==> config.mk <==
export PLATFORM = sky130hd
export DESIGN_NAME = fsp_protect
export DESIGN_NICKNAME = d
export VERILOG_FILES = /design/src/rtl/fsp_guard_mem.v /design/src/rtl/fsp_protect.v
export VERILOG_INCLUDE_DIRS = /design/src /design/src/rtl
export SDC_FILE = /design/constraint.sdc
export NUM_CORES = 2
export LEC_CHECK = 0
export BUFFER_PORTS_ARGS = -buffer_cell sky130_fd_sc_hd__buf_4
export CAP_MARGIN = 20
export CORE_MARGIN = 3
export CORE_UTILIZATION = 63
export DETAILED_ROUTE_END_ITERATION = 7
export GPL_TIMING_DRIVEN = 0
export HOLD_SLACK_MARGIN = 0.1
export PLACE_DENSITY_LB_ADDON = 0.1
export SLEW_MARGIN = 5
export SYNTH_ARGS = -nofsm -noshare
export SYNTH_HDL_FRONTEND = slang
export SYNTH_SLANG_ARGS = --single-unit
==> constraint.sdc <==
create_clock -name clk -period 36 [get_ports clk]
set_clock_uncertainty 0.2 [all_clocks]
set_input_delay 10.8 -clock clk [delete_from_list [all_inputs] [get_ports clk]]
set_output_delay 10.8 -clock clk [all_outputs]
set_load 0.01 [all_outputs]
==> src/rtl/fsp_map.vh <==
`ifndef FSP_MAP_VH
`define FSP_MAP_VH

// Sector and bank geometry
`define FSP_SEC_W 9
`define FSP_SEC_LAST 9'h1ff
`define FSP_BANK_W 4
`define FSP_BANK0 4'h0

// Decoded protection commands from the command-sequence front end
`define FSP_OP_EXIT 4'h0
`define FSP_OP_ENTER_LOCK 4'h1
`define FSP_OP_LOCK_PROG 4'h2
`define FSP_OP_LOCK_READ 4'h3
`define FSP_OP_ENTER_PPB 4'h4
`define FSP_OP_PPB_PROG 4'h5
`define FSP_OP_PPB_ERASE 4'h6
`define FSP_OP_PPB_READ 4'h7
`define FSP_OP_ENTER_DYB 4'h8
`define FSP_OP_DYB_SET 4'h9
`define FSP_OP_DYB_CLR 4'ha
`define FSP_OP_DYB_READ 4'hb
`define FSP_OP_ENTER_FRZ 4'hc
`define FSP_OP_FRZ_SET 4'hd
`define FSP_OP_FRZ_READ 4'he
`define FSP_OP_ARRAY_PE 4'hf

// Command modes
`define FSP_MD_READ 3'h0
`define FSP_MD_LOCK 3'h1
`define FSP_MD_PPB 3'h2
`define FSP_MD_DYB 3'h3
`define FSP_MD_FRZ 3'h4

// Lock register fields
`define FSP_LK_SSA 0
`define FSP_LK_PERS 1
`define FSP_LK_PW 2
`define FSP_LK_ERAOK 3
`define FSP_LK_DYBUP 4
`define FSP_LK_RSVD 11'h7ff
`define FSP_LK_FACTORY 5'h1f

// Sector memory fields
`define FSP_MB_DYB 0
`define FSP_MB_PPB 1

// Non-volatile operation time and its cycle count
`define FSP_CLK_NS 10
`define FSP_NVOP_NS 80
`define FSP_NVOP_CYC ((`FSP_NVOP_NS + `FSP_CLK_NS - 1) / `FSP_CLK_NS)

`endif

==> src/rtl/fsp_guard_mem.v <==
`timescale 1ns/1ns
`include "fsp_map.vh"

// Per-sector guard bits: bit 1 persistent, bit 0 dynamic.
// Storage has no reset; the persistent half must survive hardware reset.
module fsp_guard_mem (
    input wire clk,
    input wire ce,
    input wire we,
    input wire [1:0] wmask,
    input wire [`FSP_SEC_W-1:0] waddr,
    input wire [1:0] wdata,
    input wire [`FSP_SEC_W-1:0] raddr,
    output reg [1:0] rdata
);

reg [1:0] cells [0:(1<<`FSP_SEC_W)-1];

genvar b;
generate
    for (b = 0; b < 2; b = b + 1)
    begin : g_bit
        always @(posedge clk)
        begin
            if (ce && we && wmask[b])
                cells[waddr][b] <= wdata[b];
        end
    end
endgenerate

always @(posedge clk)
begin
    if (ce)
        rdata <= cells[raddr];
end

endmodule

==> src/rtl/fsp_protect.v <==
// What this block does
// - Five-bit non-volatile lock register, readable on data
// - Bit zero: 0 secured area locked, 1 unlocked
// - Bits one/two select persistent or password mode
// - Bit three 0 refuses erase-all-persistent command
// - Bit four sets dynamic bits power-up state
// - Bits fifteen to five always read ones
// - Programming both mode bits together aborts
// - Either mode bit programmed locks out other
// - Lock mode blocks bank 0, other reads allowed except during a lock program
// - No protection mode entry while suspended
// - Persistent bits program singly, erase all together
// - Persistent mode blocks bank 0, target, writes
// - Frozen persistent program/erase times out unchanged
// - Exit command returns read mode, reopens bank 0
// - Program/erase to protected sector ignored, read mode
// - Dynamic bit set/clear freely, no polling
// - Dynamic bit counts only with persistent bit one
// - Global freeze bit: 0 locks persistent bits
// - Only reset clears freeze outside password mode
// - Protected unless persistent and dynamic both one
// - Password mode freezes at reset; unlock clears it
`timescale 1ns/1ns
`include "fsp_map.vh"

module fsp_protect (
    input wire clk,
    input wire resetn,
    input wire nv_resetn,
    input wire ce,
    input wire cmd_valid,
    input wire [3:0] cmd_op,
    input wire [`FSP_SEC_W-1:0] cmd_sector,
    input wire [`FSP_BANK_W-1:0] cmd_bank,
    input wire [15:0] cmd_data,
    input wire pw_unlock,
    input wire pe_suspended,
    input wire acc_valid,
    input wire acc_write,
    input wire [`FSP_BANK_W-1:0] acc_bank,
    output reg busy,
    output reg rd_valid,
    output reg [15:0] rd_data,
    output reg op_fail,
    output reg arr_go,
    output reg [`FSP_SEC_W-1:0] arr_sector,
    output reg acc_grant,
    output reg [2:0] guard_mode,
    output reg freeze_open
);

localparam ST_INIT = 3'h0;
localparam ST_IDLE = 3'h1;
localparam ST_NVOP = 3'h2;
localparam ST_ERASE = 3'h3;
localparam ST_CHECK = 3'h4;
localparam ST_SREAD = 3'h5;

localparam PK_LOCK = 2'h0;
localparam PK_PPB = 2'h1;
localparam PK_ERASE = 2'h2;

localparam integer NVOP_INT = `FSP_NVOP_CYC;
localparam [7:0] NVOP_CYC = NVOP_INT[7:0];

reg [2:0] state;
reg [`FSP_SEC_W-1:0] walk;
reg [7:0] cnt;
reg [1:0] pend_kind;
reg [2:0] pend_mask;
reg [`FSP_SEC_W-1:0] pend_sector;
reg [`FSP_BANK_W-1:0] tgt_bank;
reg read_dyb;
reg [4:0] lock_nv;
reg lock_wr;

wire [1:0] mem_rdata;
reg mem_we;
reg [1:0] mem_wmask;
reg [`FSP_SEC_W-1:0] mem_waddr;
reg [1:0] mem_wdata;

wire take = (state == ST_IDLE) && cmd_valid;
wire pw_mode = ~lock_nv[`FSP_LK_PW];
wire is_enter = (cmd_op == `FSP_OP_ENTER_LOCK) ||
    (cmd_op == `FSP_OP_ENTER_PPB) ||
    (cmd_op == `FSP_OP_ENTER_DYB) ||
    (cmd_op == `FSP_OP_ENTER_FRZ);

// Bits to program to zero; factory bits three and four are never user set
wire [2:0] req_mask = ~cmd_data[2:0];
wire both_modes = req_mask[`FSP_LK_PERS] && req_mask[`FSP_LK_PW];
wire mode_clash = (req_mask[`FSP_LK_PERS] && pw_mode) ||
    (req_mask[`FSP_LK_PW] && ~lock_nv[`FSP_LK_PERS]);

// Sector protected unless persistent and dynamic both read one
wire sec_prot = ~mem_rdata[`FSP_MB_PPB] |
    ~mem_rdata[`FSP_MB_DYB];

wire nvop_end = (state == ST_NVOP) && (cnt == 8'h01);

// Non-volatile lock register, kept apart from the hardware reset
always @(posedge clk or negedge nv_resetn)
begin
    if (!nv_resetn)
        lock_nv <= `FSP_LK_FACTORY;
    else if (ce && lock_wr)
        lock_nv <= lock_nv & ~{2'b00, pend_mask};
end

always @*
begin
    lock_wr = nvop_end && (pend_kind == PK_LOCK);
    mem_we = 1'b0;
    mem_wmask = 2'b00;
    mem_waddr = cmd_sector;
    mem_wdata = 2'b00;
    case (state)
        ST_INIT:
        begin
            mem_we = 1'b1;
            mem_wmask = 2'b01;
            mem_waddr = walk;
            mem_wdata = {1'b0, lock_nv[`FSP_LK_DYBUP]};
        end
        ST_IDLE:
        begin
            if (take && guard_mode == `FSP_MD_DYB &&
                (cmd_op == `FSP_OP_DYB_SET || cmd_op == `FSP_OP_DYB_CLR))
            begin
                mem_we = 1'b1;
                mem_wmask = 2'b01;
                mem_wdata = {1'b0, cmd_op == `FSP_OP_DYB_CLR};
            end
        end
        ST_NVOP:
        begin
            if (nvop_end && pend_kind == PK_PPB && freeze_open)
            begin
                mem_we = 1'b1;
                mem_wmask = 2'b10;
                mem_waddr = pend_sector;
                mem_wdata = 2'b00;
            end
        end
        ST_ERASE:
        begin
            mem_we = 1'b1;
            mem_wmask = 2'b10;
            mem_waddr = walk;
            mem_wdata = 2'b10;
        end
        default:
        begin
            mem_we = 1'b0;
        end
    endcase
end

fsp_guard_mem u_mem (
    .clk(clk),
    .ce(ce),
    .we(mem_we),
    .wmask(mem_wmask),
    .waddr(mem_waddr),
    .wdata(mem_wdata),
    .raddr(cmd_sector),
    .rdata(mem_rdata)
);

always @(posedge clk or negedge resetn)
begin
    if (!resetn)
    begin
        state <= ST_INIT;
        walk <= {`FSP_SEC_W{1'b0}};
        cnt <= 8'h00;
        pend_kind <= PK_LOCK;
        pend_mask <= 3'b000;
        pend_sector <= {`FSP_SEC_W{1'b0}};
        tgt_bank <= `FSP_BANK0;
        read_dyb <= 1'b0;
        busy <= 1'b1;
        rd_valid <= 1'b0;
        rd_data <= 16'h0000;
        op_fail <= 1'b0;
        arr_go <= 1'b0;
        arr_sector <= {`FSP_SEC_W{1'b0}};
        acc_grant <= 1'b0;
        guard_mode <= `FSP_MD_READ;
        freeze_open <= 1'b1;
    end
    else if (ce)
    begin
        rd_valid <= 1'b0;
        op_fail <= 1'b0;
        arr_go <= 1'b0;
        // A successful password unlock is the only software path to open
        if (pw_unlock && pw_mode)
            freeze_open <= 1'b1;
        case (state)
            ST_INIT:
            begin
                walk <= walk + 1'b1;
                if (walk == `FSP_SEC_LAST)
                begin
                    state <= ST_IDLE;
                    busy <= 1'b0;
                    if (pw_mode)
                        freeze_open <= 1'b0;
                end
            end
            ST_IDLE:
            begin
                if (take)
                begin
                    if (is_enter && pe_suspended)
                        op_fail <= 1'b1;
                    else
                    begin
                        case (cmd_op)
                            `FSP_OP_EXIT:
                                guard_mode <= `FSP_MD_READ;
                            `FSP_OP_ENTER_LOCK:
                                guard_mode <= `FSP_MD_LOCK;
                            `FSP_OP_ENTER_PPB:
                            begin
                                guard_mode <= `FSP_MD_PPB;
                                tgt_bank <= cmd_bank;
                            end
                            `FSP_OP_ENTER_DYB:
                                guard_mode <= `FSP_MD_DYB;
                            `FSP_OP_ENTER_FRZ:
                                guard_mode <= `FSP_MD_FRZ;
                            `FSP_OP_LOCK_PROG:
                            begin
                                if (guard_mode != `FSP_MD_LOCK ||
                                    both_modes || mode_clash)
                                    op_fail <= 1'b1;
                                else
                                begin
                                    pend_kind <= PK_LOCK;
                                    pend_mask <= req_mask;
                                    cnt <= NVOP_CYC;
                                    state <= ST_NVOP;
                                    busy <= 1'b1;
                                end
                            end
                            `FSP_OP_LOCK_READ:
                            begin
                                if (guard_mode == `FSP_MD_LOCK)
                                begin
                                    rd_valid <= 1'b1;
                                    rd_data <= {`FSP_LK_RSVD,
                                        lock_nv};
                                end
                            end
                            `FSP_OP_PPB_PROG,
                            `FSP_OP_PPB_ERASE:
                            begin
                                if (guard_mode != `FSP_MD_PPB)
                                    op_fail <= 1'b1;
                                else if (cmd_op == `FSP_OP_PPB_ERASE &&
                                    !lock_nv[`FSP_LK_ERAOK])
                                    op_fail <= 1'b1;
                                else
                                begin
                                    pend_kind <= (cmd_op == `FSP_OP_PPB_PROG)
                                        ? PK_PPB : PK_ERASE;
                                    pend_sector <= cmd_sector;
                                    cnt <= NVOP_CYC;
                                    state <= ST_NVOP;
                                    busy <= 1'b1;
                                end
                            end
                            `FSP_OP_PPB_READ,
                            `FSP_OP_DYB_READ:
                            begin
                                if ((cmd_op == `FSP_OP_PPB_READ &&
                                    guard_mode == `FSP_MD_PPB) ||
                                    (cmd_op == `FSP_OP_DYB_READ &&
                                    guard_mode == `FSP_MD_DYB))
                                begin
                                    read_dyb <= (cmd_op == `FSP_OP_DYB_READ);
                                    state <= ST_SREAD;
                                    busy <= 1'b1;
                                end
                            end
                            `FSP_OP_FRZ_SET:
                            begin
                                if (guard_mode == `FSP_MD_FRZ)
                                    freeze_open <= 1'b0;
                            end
                            `FSP_OP_FRZ_READ:
                            begin
                                if (guard_mode == `FSP_MD_FRZ)
                                begin
                                    rd_valid <= 1'b1;
                                    rd_data <= {15'h0000, freeze_open};
                                end
                            end
                            `FSP_OP_ARRAY_PE:
                            begin
                                if (guard_mode == `FSP_MD_READ)
                                begin
                                    pend_sector <= cmd_sector;
                                    state <= ST_CHECK;
                                    busy <= 1'b1;
                                end
                                else
                                    op_fail <= 1'b1;
                            end
                            default:
                                guard_mode <= guard_mode;
                        endcase
                    end
                end
            end
            ST_NVOP:
            begin
                cnt <= cnt - 1'b1;
                if (nvop_end)
                begin
                    if (pend_kind == PK_ERASE && freeze_open)
                    begin
                        walk <= {`FSP_SEC_W{1'b0}};
                        state <= ST_ERASE;
                    end
                    else
                    begin
                        // Frozen persistent work ends as a timeout
                        if (pend_kind != PK_LOCK && !freeze_open)
                            op_fail <= 1'b1;
                        state <= ST_IDLE;
                        busy <= 1'b0;
                    end
                end
            end
            ST_ERASE:
            begin
                walk <= walk + 1'b1;
                if (walk == `FSP_SEC_LAST)
                begin
                    state <= ST_IDLE;
                    busy <= 1'b0;
                end
            end
            ST_CHECK:
            begin
                state <= ST_IDLE;
                busy <= 1'b0;
                if (sec_prot)
                    op_fail <= 1'b1;
                else
                begin
                    arr_go <= 1'b1;
                    arr_sector <= pend_sector;
                end
            end
            ST_SREAD:
            begin
                state <= ST_IDLE;
                busy <= 1'b0;
                rd_valid <= 1'b1;
                rd_data <= {15'h0000, read_dyb ? mem_rdata[`FSP_MB_DYB]
                    : mem_rdata[`FSP_MB_PPB]};
            end
            default:
            begin
                state <= ST_IDLE;
                busy <= 1'b0;
            end
        endcase
        // Array access gating by mode; the host still sees a clean refusal
        if (!acc_valid || state == ST_INIT)
            acc_grant <= 1'b0;
        else if (guard_mode == `FSP_MD_LOCK)
            acc_grant <= acc_bank != `FSP_BANK0 && !acc_write &&
                !(state == ST_NVOP && pend_kind == PK_LOCK);
        else if (guard_mode == `FSP_MD_PPB)
            acc_grant <= acc_bank != `FSP_BANK0 && acc_bank != tgt_bank &&
                !acc_write;
        else
            acc_grant <= 1'b1;
    end
end

endmodule

**Word level (Yosys, flattened, before mapping)**

Memories as Yosys holds them, arrays and structs flattened. A register that Yosys moved wholly into a read port is not among the register bits.
Index checks and enable logic that the tools add are counted.

- Bits in registers: 78
- Memory bits (writable): 1024
- Input port bits: 46
- Output and inout bits: 34
- Logic and storage cells: 246
- Memories kept: 1

- Add/subtract/negate cells: 2
- Eq/ne operators: 51
- Muxes and demuxes: 96
- Bitwise operators: 11
- Reduce and logical (&&, ||, !) cells: 67

Memory list:

| name | words | bits a word | rd ports | clocked after Yosys merged registers in | wr ports | RTL line | RTL |
|---|---|---|---|---|---|---|---|
| u_mem.cells | 512 | 2 | 1 | 1 | 1 | fsp_guard_mem.v:17 | `` reg [1:0] cells [0:(1<<`FSP_SEC_W)-1]; `` |

Operators with widths:

| operator | number |
|---|---|
| $mux 16 | 4 |
| $pmux 16 s2 | 2 |
| $mux 9 | 6 |
| $pmux 9 s2 | 3 |
| $mux 1 | 45 |
| $mux 8 | 5 |
| $eq 4x4->1 const B | 8 |
| $pmux 8 s2 | 2 |
| $mux 3 | 9 |
| $logic_and 1x1->1 | 26 |
| $reduce_and 8->1 | 3 |
| $ne 3x3->1 const B | 7 |
| $eq 4x3->1 const B | 4 |
| $ne 2x2->1 const B | 8 |
| $pmux 3 s5 | 1 |
| $eq 3x2->1 const B | 4 |
| $mux 2 | 6 |
| $pmux 1 s3 | 4 |
| $pmux 3 s4 | 1 |
| $reduce_and 12->1 | 1 |
| $reduce_and 6->1 | 2 |
| $reduce_bool 2->1 | 6 |
| $reduce_and 11->1 | 1 |
| $reduce_and 5->1 | 2 |
| other kinds (37) | 67 |

**Logic depth before layout (Yosys ltp)**

- Depth after elaboration: 10
- Gate-level depth with buffers: 13
- Mapped depth without buffers: 10

**Hierarchy**

A second synthesis with hierarchy kept.

- Cells, all modules: 3695
- Area total of the unflattened synthesis: 48824.3 µm²

By module, submodules not included:

| module | times used | cells each | area an instance (µm²) | seq. area each (µm²) |
|---|---|---|---|---|
| fsp_guard_mem | 1 | 3259 | 44781.7 | 30809.5 |
| fsp_protect | 1 | 436 | 4042.6 | 1607.8 |

**Worst setup path before layout**

OpenSTA, ideal clock, no wires.

- Kind: input port to flip-flop
- Start point: input cmd_op[3]
- End point: memory u_mem.cells[0][0] (data pin)
- Setup time: 4279 ps
- Arrival: 32174 ps
- Required time: 31521 ps
- Slack: -653 ps
- Stages on the path: 5
- Path buffers: 1
- Cells stage by stage: clkbuf_1 -> nor2b_1 -> and2_1 -> nand4_1 -> a211oi_1

- Word-level cells in the longest chain between the ends: 5
- Elaborated cells between the ends (all ways): 6
- Those cells by class: eq/ne (2); mux (2); reduce/logical (2)

RTL lines:

| item | RTL line | RTL |
|---|---|---|
| start: declaration | fsp_protect.v:32 | `input wire [3:0] cmd_op,` |
| $eq 4x4->1 (no source line) | n/a |  |
| $logic_or 1x1->1 (no source line) | n/a |  |
| $logic_and 1x1->1 | fsp_protect.v:128 | `` if (take && guard_mode == `FSP_MD_DYB && `` |
| $mux 1 * | fsp_protect.v:128 |  |
| $pmux 2 s3 * | fsp_protect.v:118 | `case (state)` |
| named net mem_wdata[0] | fsp_protect.v:81 | `reg [1:0] mem_wdata;` |
| end: declaration | fsp_guard_mem.v:17 |  |

Mark *: on every way through the listed nets, which the timed path passes. The rest lies on a longest branch.

==> flow_summary.json <==
{
  "ys_top_cells_by_area": "edfxtp_1 (64%), nor2_1 (8.5%), mux4_2 (6.0%)",
  "period_needed_ns": 15.83,
  "fin_cells": 4999,
  "gr-usage-all-layers": 0.445,
  "via_per_inst": 7.14,
  "peakVddDrop_uv": 48.7,
  "r2r_start": "cnt[1]",
  "htree_levels": 3,
  "path_cells": "buf_4 -> buf_2 -> nand2_1 -> buf_2 -> clkbuf_1 -> buf_1 -> o221ai_1 -> o22ai_1 -> a21oi_1 -> nand3_1 -> nor3_1 -> or4_1",
  "violations": "design-rule violations",
  "crit_start": "cmd_sector[2]",
  "hold_class": "reg -> reg",
  "layout_setup_ws_ns": 20.17,
  "place_inst": 4797,
  "finalNetCount": 3930,
  "timing_worst_setup_path_type": "in -> reg",
  "overflow": 0,
  "power.total_mw": 2.72,
  "gp_routability_congestion": 1.05,
  "final-max-slew-violation-count": 0,
  "portBuffers": 57,
  "synthMuxAreaShare": 0.118,
  "rows": 101,
  "die_area_sq_um": 80200,
  "clk_latency_ns": 0.72,
  "tritoncts": "built",
  "endpoint_kind": "flop",
  "hold_viol": 0,
  "whs_ns": 0.226,
  "post-place-ws_ns": 19.94,
  "final_area_sq_um": 54400,
  "max-cap-violations": 0,
  "synth_xor_area_frac": 0.00217,
  "core_area_sq_um": 76100,
  "synth-compound-area-share": 0.0558,
  "final_layout_size_suffix_gt1_frac": 0.140,
  "path_max_fanout": 10,
  "wl_mm": 180,
  "period_share": 0.440,
  "clock-root-buffer": "clkbuf_16",
  "via_count": 35700,
  "die_x_microns": 283,
  "tightest_slew_ns": 1.36,
  "io_pins": 80,
  "areaGrowthSynthToFinish_pct": 12.3,
  "setup_viol": 0,
  "ys_ff_latch": 1090,
  "drcViolationCount": 4,
  "status": "finished with violations",
  "start_util": 0.637,
  "yosys.area_share.simple": 0.120,
  "ys_types": 77,
  "syn_avg_cell_area_sq_um": 13.2,
  "rsz0062_at_grt": "false",
  "synth_top_area_frac": 0.636,
  "min_from": "pend_mask[2]",
  "crit_top_cell": "buf_2",
  "synthAdderAreaFrac": 0.00103,
  "ant_nets": 0,
  "syn_area_sq_um": 48400,
  "synth_largest_area_cell": "edfxtp_1",
  "clk_path_buf_depth": 3,
  "ys.flop_type": "edfxtp_1",
  "clock_sinks": 1090,
  "cts_buffers": 108,
  "p_leak_nw": 19.9,
  "critical_path_buf_inv_count": 5,
  "clkTransAtPathRegs_ns": 0.06,
  "ys_seq_area_frac": 0.669,
  "synth_top_family_by_area": "simple AND/OR/NAND/NOR gates",
  "crit_path_top_delay_cell": "clkbuf_1",
  "synth_cells": 3664,
  "dr.first_iter.drc_count": 7348,
  "max_stage_delay_ns": 1.01,
  "grt_antenna_before_repair": 5,
  "start_kind": "primary input",
  "placed_area_sq_um": 50900,
  "drtPass1Iterations": 8,
  "wire_per_inst_microns": 36.0,
  "cp.required_ns": 36.19,
  "grt_pass1_vias": 33600,
  "final_util": 0.715,
  "post_cts_buffers": 0,
  "timing.fmax_ghz": 0.0632,
  "grt_pass1_wl_mm": 248,
  "grt_max_degree": 62,
  "yosysWarningCount": 0,
  "dp_hpwl_mm": 125,
  "power.density_nw_per_um2": 49.9,
  "post_cts_resize_count": 0,
  "synth_edf_count": 1026,
  "async_reset_ff_frac": 0.0587,
  "postCtsHoldBufs": 0,
  "relSlewSlack": 0.0931,
  "die_y_microns": 283,
  "setup_tns_ns": 0,
  "syn_nets": 3714,
  "crit_family": "buffers and inverters",
  "crit_arrival_ns": 16.02
}
==> layout make-up <==
type	instances	area [sq um]
Multi-Input combinational cell	2218	14400
Sequential cell	1090	32400
Antenna cell	10	25.0
Inverter	13	48.8
Tap cell	1030	1290
Fill cell	5251	21700
Buffer	343	1590
Clock inverter	56	528
Clock buffer	133	2860
Timing Repair Buffer	106	1220
==> placed cells by master, fill, tap and decap left out, drive strengths merged, types with 44 or more instances in the layout <==
cell and count:
a21oi 56, buf 260, clkbuf 322, clkinv 48
dfrtp 59, edfxtp 1026, mux2i 255, mux4 128
nand2 124, nor2 1098, nor3 57, o21ai 69
o221ai 110, o22ai 44
==> state kept, by name (all words and copies together), names as in the netlist, 2 cells and up <==
signal / cells
cnt: 8
u_mem.cells: 1024
tgt_bank: 4
arr_sector: 9
pend_kind: 2
lock_nv: 3
state: 3
rd_data: 4
guard_mode: 3
pend_sector: 9
walk: 9
u_mem.rdata: 2
pend_mask: 3
==> worst reg2reg max path, delay by kind of cell (launching register included) <==
| family | cells | cell delay, ns |
|---|---|---|
| buffers and inverters | 3 | 1.49 |
| DFF | 1 | 0.39 |
| adders and majority gates | 1 | 0.18 |
| AOI/OAI and AO/OA | 1 | 0.28 |
| and+or+nand+nor | 7 | 2.42 |
==> logic make-up after synthesis <==
family | count (synthesis)
adder cells (fa/ha/maj) | 4
XOR/XNOR | 12
multiplexers | 408
AO/OA/AOI/OAI | 377
flip-flops | 1090
buffers and inverters | 356
AND/OR/NAND/NOR | 1417
==> report_power, final <==
part | switching, mW | internal [mW] | total, mW
sequential | 0.00549 | 1.37 | 1.38
combinational | 0.185 | 0.0498 | 0.235
clock | 0.493 | 0.612 | 1.11
==> cells in the mapped netlist, drive strengths merged, types with 14 or more instances <==
cell type and count:
a21oi 56, o22ai 44, nor3 57, o21ai 69, a211oi 14, nand2 124
nand2b 17, nand4 17, o221ai 110, nand3 18, mux4 128, clkbuf 189
nor2 1098, mux2i 255, buf 154, nor4 14, edfxtp 1026, mux2 25
dfrtp 59
==> layer usage <==
metal | vias to the layer above | GRT usage | routed length (microns)
met5 | - | 0 | 9
met4 | 2 | 0.268 | 14100
met3 | 740 | 0.183 | 31000
li1 | 13900 | - | -
met2 | 3485 | 0.622 | 74800
met1 | 17600 | 0.588 | 60100
==> final timing paths <==
path                            cells past startpoint  slack, ns                  end
min in group asynchronous                           1       9.85           lock_nv[0]
worst max-delay path                               12      20.17       u_mem.rdata[1]
worst min-delay path                                1       0.23           lock_nv[2]
max in group asynchronous                           1      25.07              op_fail
worst min register to register                      1       0.23           lock_nv[2]
worst max register to register                     12      30.76  u_mem.cells[190][1]
(Power assumes the default switching activity.)
